File: config.mk
export PLATFORM = sky130hd
export DESIGN_NAME = internal_data_ram_map
export DESIGN_NICKNAME = d
export VERILOG_FILES = /design/src/design/data_ram_pkg.sv /design/src/design/internal_data_ram_map.sv
export SDC_FILE = /design/constraint.sdc
export NUM_CORES = 1
export LEC_CHECK = 0
export ABC_AREA = 1
export ABC_CLOCK_PERIOD_IN_PS = 13000
export BUFFER_PORTS_ARGS = -buffer_cell sky130_fd_sc_hd__buf_2
export CAP_MARGIN = 20
export CORE_MARGIN = 10
export CORE_UTILIZATION = 50
export DETAILED_ROUTE_END_ITERATION = 16
export PLACE_DENSITY = 0.68
export SYNTH_ARGS = -nofsm -noshare
export SYNTH_HDL_FRONTEND = slang
export SYNTH_SLANG_ARGS = --single-unit
File: constraint.sdc
create_clock -name ref_clk -period 13 [get_ports ref_clk]
set_input_delay 2.6 -clock ref_clk [delete_from_list [all_inputs] [get_ports ref_clk]]
set_output_delay 2.6 -clock ref_clk [all_outputs]
set_load 0.005 [all_outputs]
File: src/design/data_ram_pkg.sv
/*
 * Constants for the on-chip data RAM map: sizes, region bounds,
 * reset values of the bank selection and of the stack pointer.
 * Assumes a byte-wide core with a 7-bit internal data address.
 */
package data_ram_pkg;
    localparam int ADDR_W = 7;
    localparam int DATA_W = 8;
    localparam int RAM_BYTES = 128;
    localparam logic [6:0] BANK_BASE = 7'h00;
    localparam logic [6:0] BANK_LAST = 7'h1F;
    localparam logic [6:0] BIT_BASE = 7'h20;
    localparam logic [6:0] BIT_LAST = 7'h2F;
    localparam logic [6:0] SCRATCH_BASE = 7'h30;
    localparam logic [6:0] SCRATCH_LAST = 7'h7F;
    localparam logic [1:0] BANK_RST = 2'h0;
    localparam logic [6:0] STACK_PTR_RST = 7'h07;
    localparam logic [6:0] STACK_PTR_STEP = 7'h01;
    localparam int REG_IDX_W = 3;
    localparam int BIT_POS_W = 3;
    typedef enum logic [1:0] {
        AM_DIRECT,
        AM_INDIRECT,
        AM_REG,
        AM_STACK
    } addr_mode_t;
endpackage

File: src/design/internal_data_ram_map.sv
/*
 * Internal 128-byte data RAM with register banks, a bit-addressable
 * segment, a scratch area and the stack pointer.
 * Assumes the execution logic drives one request per cycle on ref_clk;
 * read data appears in the cycle after the request.
 */
`timescale 1ns/1ns
// Summary of operation
// RULE_01: 128 bytes of RAM, each reached by direct or indirect address.
// RULE_02: Four banks of eight registers occupy addresses 00H to 1FH.
// RULE_03: Reset selects bank 0; software changes it by bank write.
// RULE_04: Stack pointer resets to 07H and increments before each push.
// RULE_05: Bytes 20H-2FH hold 128 individually addressable bits, also bytes.
// RULE_06: Bit n lives in byte 20H plus n/8 at position n mod 8.
// RULE_07: Addresses 30H-7FH are plain RAM and may hold the stack.
// RULE_08: Software using several banks moves the stack into higher RAM.
// RULE_09: Register r resolves to eight times active bank plus r.
module internal_data_ram_map #(
    parameter int DEPTH = data_ram_pkg::RAM_BYTES
) (
    input wire logic ref_clk,
    input wire logic rst_n,
    input wire logic req_valid,
    input wire data_ram_pkg::addr_mode_t req_mode,
    input wire logic req_write,
    input wire logic [6:0] req_addr,
    input wire logic [2:0] req_reg,
    input wire logic [7:0] req_wdata,
    input wire logic [7:0] ptr_value,
    input wire logic bit_valid,
    input wire logic bit_write,
    input wire logic [6:0] bit_num,
    input wire logic bit_wdata,
    input wire logic bank_write,
    input wire logic [1:0] bank_wdata,
    input wire logic stack_load,
    input wire logic [6:0] stack_load_data,
    output logic [7:0] rd_data,
    output logic rd_bit,
    output logic [1:0] bank_sel,
    output logic [6:0] stack_pointer
);
    // ----------------------------------------
    // Storage and state
    // ----------------------------------------
    logic [7:0] mem_r [DEPTH];
    logic [1:0] bank_r, bank_nxt;
    logic [6:0] stack_ptr_r, stack_ptr_nxt;
    logic [7:0] rd_data_r, rd_data_nxt;
    logic rd_bit_r, rd_bit_nxt;
    logic [6:0] eff_addr;
    logic [6:0] bit_byte;
    logic [2:0] bit_pos;
    logic [7:0] bit_merged;
    logic push_now;
    // Single write port of the array, shared by byte and bit writes
    logic mem_we;
    logic [6:0] mem_waddr;
    logic [7:0] mem_wbyte;

    // ----------------------------------------
    // Address resolution
    // ----------------------------------------
    // Effective byte address for each access mode
    always_comb begin
        push_now = req_valid && req_write && (req_mode == data_ram_pkg::AM_STACK);
        case (req_mode)
            data_ram_pkg::AM_DIRECT: eff_addr = req_addr; // [RULE_01]
            data_ram_pkg::AM_INDIRECT: eff_addr = ptr_value[6:0]; // [RULE_01]
            data_ram_pkg::AM_REG: eff_addr = {2'h0, bank_r, req_reg}; // [RULE_09] [RULE_02]
            data_ram_pkg::AM_STACK: begin
                // Push pre-increments, pop reads at the current pointer
                eff_addr = push_now ? (stack_ptr_r + data_ram_pkg::STACK_PTR_STEP)
                                    : stack_ptr_r; // [RULE_04] [RULE_07]
            end
            default: eff_addr = req_addr;
        endcase
    end

    // Bit number splits into byte offset and bit position
    always_comb begin
        bit_byte = data_ram_pkg::BIT_BASE + {3'h0, bit_num[6:3]}; // [RULE_06] [RULE_05]
        bit_pos = bit_num[2:0];
        bit_merged = mem_r[bit_byte];
        bit_merged[bit_pos] = bit_wdata;
    end

    // ----------------------------------------
    // Control registers and read data
    // ----------------------------------------
    // Next values of bank select, stack pointer and read data
    always_comb begin
        bank_nxt = bank_r;
        stack_ptr_nxt = stack_ptr_r;
        rd_data_nxt = rd_data_r;
        rd_bit_nxt = rd_bit_r;
        if (bank_write) begin
            bank_nxt = bank_wdata; // [RULE_03]
        end
        // A pointer load from software beats a push or pop in the same cycle
        if (stack_load) begin
            stack_ptr_nxt = stack_load_data;
        end else if (req_valid && req_mode == data_ram_pkg::AM_STACK) begin
            if (req_write) begin
                stack_ptr_nxt = stack_ptr_r + data_ram_pkg::STACK_PTR_STEP; // [RULE_04]
            end else begin
                stack_ptr_nxt = stack_ptr_r - data_ram_pkg::STACK_PTR_STEP;
            end
        end
        if (req_valid && !req_write) begin
            rd_data_nxt = mem_r[eff_addr]; // [RULE_01]
        end
        if (bit_valid && !bit_write) begin
            rd_bit_nxt = mem_r[bit_byte][bit_pos]; // [RULE_05]
        end
    end

    // Register control state; reset picks bank 0 and pointer 07H
    always_ff @(posedge ref_clk) begin
        if (!rst_n) begin
            bank_r <= data_ram_pkg::BANK_RST; // [RULE_03]
            stack_ptr_r <= data_ram_pkg::STACK_PTR_RST; // [RULE_04]
            rd_data_r <= 8'h00;
            rd_bit_r <= 1'b0;
        end else begin
            bank_r <= bank_nxt;
            stack_ptr_r <= stack_ptr_nxt;
            rd_data_r <= rd_data_nxt;
            rd_bit_r <= rd_bit_nxt;
        end
    end

    // ----------------------------------------
    // RAM array
    // ----------------------------------------
    // Write port select: a byte write wins, a bit write in the same cycle is lost
    always_comb begin
        mem_we = 1'b0;
        mem_waddr = eff_addr;
        mem_wbyte = req_wdata;
        if (req_valid && req_write) begin
            mem_we = 1'b1; // [RULE_01] [RULE_07]
        end else if (bit_valid && bit_write) begin
            mem_we = 1'b1; // [RULE_05] [RULE_06]
            mem_waddr = bit_byte;
            mem_wbyte = bit_merged;
        end
    end

    // Array store; no reset branch, so contents survive a reset
    always_ff @(posedge ref_clk) begin
        if (mem_we) begin
            mem_r[mem_waddr] <= mem_wbyte;
        end
    end

    // Outputs straight from the registers
    assign rd_data = rd_data_r;
    assign rd_bit = rd_bit_r;
    assign bank_sel = bank_r;
    assign stack_pointer = stack_ptr_r;
endmodule

## Word-level counts from Yosys, hierarchy flattened

Memory sizes are Yosys's and may differ from the RTL's. A register that Yosys moved wholly into a read port is not among the register bits.
Index checks and enable logic that the tools add are counted.

- Bits of input ports: 53
- Register bits: 10
- Word-level logic and storage cells: 42
- Output and inout port bits: 18
- RAM bits: 1024
- Memories: 1

- Magnitude comparators: 2
- $add $sub $neg: 3
- Eq/ne operators: 3
- Reduce and logical (&&, ||, !) cells: 12
- Muxes and demuxes: 18

Memories:

| memory | words | bits a word | read ports | clocked after memory_dff | wr ports | line | source |
|---|---|---|---|---|---|---|---|
| mem_r | 128 | 8 | 2 | 1 | 1 | internal_data_ram_map.sv:46 | `logic [7:0] mem_r [DEPTH];` |

Operators by type and width:

| operator | number |
|---|---|
| $mux W7 | 6 |
| $pmux W7 S4 | 1 |
| $mux W8 | 2 |
| $bwmux W8 | 1 |
| $add A6 B4 Y7 const A | 1 |
| $add A7 B1 Y7 const B | 1 |
| $logic_and A1 B1 Y1 | 7 |
| $sub A7 B1 Y7 const B | 1 |
| $mux W1 | 6 |
| $eq A2 B2 Y1 const B | 2 |
| $lt A3 B4 Y1 const B | 1 |
| $bmux W1 S3 | 1 |
| $demux W1 S3 | 1 |
| $ge A3 B1 Y1 const B | 1 |
| $logic_not A1 Y1 | 3 |
| $eq A2 B1 Y1 const B | 1 |
| $logic_not A2 Y1 | 1 |
| $reduce_bool A2 Y1 | 1 |

## Depth between registers and ports, before layout

- Word-level depth: 7
- Mapped depth: 19
- Mapped depth without buffers: 17

## Least setup slack after synthesis

Ideal clock, no wire load.

- Path kind: in2reg
- From: input port bit_num[3]
- To: memory mem_r[0][5], data pin
- Setup slack: 3.210 ns
- Arrival: 8.593 ns
- Cell stages on the path: 9
- Buffers on the path: 2
- Cells stage by stage: inv_1 > clkbuf_1 > buf_1 > o21ai_0 > nand3_1 > nand3_1 > nand2_1 > o21ai_0 > o21ai_0

- Longest elaborated chain between the ends: 5

Ends and longest elaborated chain:

| element | line | source |
|---|---|---|
| start, declared | internal_data_ram_map.sv:32 | `input wire logic [6:0] bit_num,` |
| $add A6 B4 Y7 | internal_data_ram_map.sv:82 | `bit_byte = data_ram_pkg::BIT_BASE + {3'h0, bit_num[6:3]};` |
| $mem_v2 Z128 W8 | -- |  |
| $bwmux W8 | internal_data_ram_map.sv:85 | `bit_merged[bit_pos] = bit_wdata;` |
| $mux W8 | internal_data_ram_map.sv:143 | `end else if (bit_valid && bit_write) begin` |
| $mux W8 | internal_data_ram_map.sv:141 | `if (req_valid && req_write) begin` |
| net mem_wbyte[5] | internal_data_ram_map.sv:59 | `logic [7:0] mem_wbyte;` |
| end, declared | internal_data_ram_map.sv:46 |  |

The timed path passes the listed nets, and every way through them passes these cells.

## Worst setup path in the final report

- From: input port req_write
- To: register rd_data_r[5], in the netlist rd_data[5] (read register of mem_r)

- Longest elaborated chain between the ends: 4

Ends and longest elaborated chain:

| element | line | source |
|---|---|---|
| start, declared | internal_data_ram_map.sv:25 | `input wire logic req_write,` |
| $logic_and A1 B1 Y1 (2 in series) | internal_data_ram_map.sv:66 | `push_now = req_valid && req_write && (req_mode == data_ram_pkg::AM_STACK);` |
| $mux W7 | internal_data_ram_map.sv:73 | `eff_addr = push_now ? (stack_ptr_r + data_ram_pkg::STACK_PTR_STEP)` |
| $pmux W7 S4 | internal_data_ram_map.sv:67 | `case (req_mode)` |
| end, declared | internal_data_ram_map.sv:49 | `logic [7:0] rd_data_r, rd_data_nxt;` |

Parallel ways exist; a longest one is shown, timed or not.
A chain may end at the register's enable or synchronous reset.

==> results.cfg <==
[route]
initialDrtViolationCount = 3716
routedWlPerCell_um = 21.43
wirelength_um = 126500
antenna_left = 0
via_count = 33960
drc = 0
dr.pass1.iters = 7
viasPerCell = 5.751

[logic_synthesis]
synth-seq-cells = 1042
synthAdderAreaFrac_pct = 0.05211
yosysUniqueCellTypes = 37
syn_area_sq_um = 48030
syn_inst = 4621
yosys_warnings = 0
yosysSeqAreaShare_pct = 64.78
synth_compound_area_share_pct = 2.522
synth.net_count = 4676
yosys.area_share.simple_pct = 24.33
synth_mux_area_share_pct = 0
synth_xor_area_share_pct = 0.07295
synth_top_family_by_area = simple AND/OR/NAND/NOR gates
syn_area_per_cell_sq_um = 10.39

[sta]
holdWs_ns = 0.5134
rsz0062_at_grt = no
maxSlewHeadroom_pct = 26.14
worst_pin_slew_ns = 1.108
finalSetupTns_ns = 0
maxSlewViolCount = 0
fin_ws_ns = 5.647
period_share_pct = 56.56
finalHoldViolations = 0
finalSetupViolations = 0
min_period_ns = 7.353
fmax_mhz = 136.0
clock_skew_ns = 0.04065

[die]
start_util_pct = 50.47
dieArea_sq_um = 108800
core_sq_um = 95150
fp.dieH_um = 329.9
die_x_um = 329.9
design.portCount = 71
rows = 113

[worst_setup_path]
end_kind = flop
critical-path-slowest-cell = buf_4
reg2reg_depth = 16
cp-startpoint = req_write
path_cells = buf_2 > nand2_1 > nand2_1 > nand3_1 > nand2_8 > buf_4 > buf_4 > buf_4 > nand3_1 > nand3_1 > nand3_1 > nand3_1 > nand3_1 > nand3_1 > nand3_1 > nand2_1 > a21oi_1
critPathMaxFanout = 90
r2r_slack_ns = 7.44
cp_data_required_time_ns = 13.52
worstPathArrival_ns = 7.88
crit_top_cell = nand3_1
crit_type = input port to flop
crit_path_max_incr_delay_ns = 0.94
r2r_start = stack_pointer[0]$_SDFFE_PN1P_
cp-start-kind = input port

[hold_path]
hold_class = flop to flop
worstHoldPathCells = 2
worstHoldStart = rd_bit$_SDFFE_PN0P_

[clock_tree]
cts_buffers = 106
post_cts_buffers = 0
clock_path_buffers = 3
hold_buffers = 0
cts_sinks = 1042
ctsResizeCount = 0
htree_num_levels = 3
clk_latency_ns = 0.70
cts_root_buf = clkbuf_16
cts_tree = done
clkSlewWorstSetupHoldPaths_ns = 0.06

[place]
port_buffers = 69
gp_congestion = 0.8641
hpwl_um = 70810
dpl_cell_area_sq_um = 48940
place_ws_ns = 5.202

[finish]
final_nets = 4604
final_common_cell = nand3_1
fillCellCount = 7959
antenna_cells = 0
area.growth.synth_to_final_pct = 9.217
postLayoutCellArea_sq_um = 52450
final_cell_mix = nand3_1, edfxtp_1, nand2_1
drive_gt1_share_pct = 6.853

[power]
power_mw = 7.727
vdd_drop_max_uv = 112.9
p_leak_nw = 20.29
power_density_nw_per_um2 = 147.3

[global_route]
grt_pass1_vias = 31900
antenna_found_initial = 1
grt_first_pass_wirelength_um = 190700
overflow = 0
grt_max_degree = 163
grt.total_usage_pct = 22.67

[status]
status = finished clean

[job]
cap_violations = 0
-- synthesized netlist by cell type --
cell type / number / area share (%)
a211oi_1: 1 / 0.016
a21oi_1: 89 / 0.93
a221oi_1: 1 / 0.018
a31oi_1: 6 / 0.078
buf_1: 11 / 0.086
buf_2: 237 / 2.5
buf_4: 5 / 0.078
buf_6: 18 / 0.42
clkbuf_1: 34 / 0.27
clkinv_1: 3 / 0.023
dfxtp_1: 18 / 0.75
edfxtp_1: 1024 / 64
ha_1: 2 / 0.052
inv_1: 618 / 4.8
inv_2: 8 / 0.063
inv_4: 1 / 0.013
nand2_1: 843 / 6.6
nand2_2: 11 / 0.14
nand2_4: 1 / 0.023
nand2_8: 1 / 0.042
nand3_1: 1069 / 11
nand3b_1: 309 / 4.8
nand4_1: 3 / 0.039
nor2_1: 158 / 1.2
nor2_2: 5 / 0.065
nor2_4: 1 / 0.023
nor3_1: 10 / 0.10
nor4_1: 6 / 0.078
o211ai_1: 20 / 0.31
o211ai_4: 1 / 0.044
o21ai_0: 90 / 0.94
o21ai_1: 4 / 0.042
o21ai_2: 4 / 0.073
o221ai_1: 2 / 0.036
o311ai_0: 2 / 0.036
or2_1: 1 / 0.013
xor2_1: 4 / 0.073
-- layer usage --
| metal | global-route usage [%] | share of wire [%] | vias up |
|---|---|---|---|
| li1 | - | - | 15660 |
| met1 | 31.47 | 41 | 16340 |
| met2 | 35.55 | 46 | 1712 |
| met3 | 4.126 | 9.9 | 247 |
| met4 | 8.160 | 3.1 | 0 |
| met5 | 0 | 0 | - |
-- final timing paths --
| kind | to |
|---|---|
| setup reg to reg | rd_data[5]$_SDFFE_PN0P_ |
| hold / removal | rd_bit$_SDFFE_PN0P_ |
| setup / recovery | rd_data[5]$_SDFFE_PN0P_ |
| hold reg to reg | rd_bit$_SDFFE_PN0P_ |
-- critical path: cells and delay by family --
kind | cells | cell delay (ns)
compound gates | 1 | 0.08
buf+inv | 4 | 2.64
simple gates | 12 | 2.44
-- cell families (layout without fill, tap and decap cells) --
| kind of cell | Yosys count | count (layout) |
|---|---|---|
| XOR/XNOR | 4 | 4 |
| buffers and inverters | 935 | 954 |
| AND/OR/NAND/NOR | 2418 | 2418 |
| AO/OA/AOI/OAI | 220 | 220 |
| flip-flops | 1042 | 1042 |
| adder cells (fa/ha/maj) | 2 | 2 |
-- final cells by class --
type | count | area (sq um) | share of cell area, %
clock buffer | 131 | 2810 | 5.358
clock inverter | 68 | 611.8 | 1.166
inverter | 630 | 2375 | 4.527
multi-input combinational | 2644 | 13120 | 25.00
sequential | 1042 | 31110 | 59.31
tap | 1265 | 1583 | 3.018
timing repair buffer | 125 | 848.3 | 1.617
-- report_power, final --
group	switching, mW	internal [mW]
clock	1.28	1.73
combinational	0.727	0.231
sequential	0.00699	3.75
-- metrics by stage --
| stage | util (%) | instances |
|---|---|---|
| detailed placement | 51.44 | 5702 |
| floorplan | - | 4621 |
| global route | 55.13 | 5905 |
| CTS | 55.03 | 5901 |
| finish | 55.13 | 5905 |
| global placement | 51.44 | 5702 |
-- flip-flops by register name, summed over array words and instances, names as in the netlist --
| register | count |
|---|---|
| mem_r | 1024 |
| rd_data | 8 |
| stack_pointer | 7 |
| bank_sel | 2 |
| rd_bit | 1 |
Power figures use the tool's default switching activity.
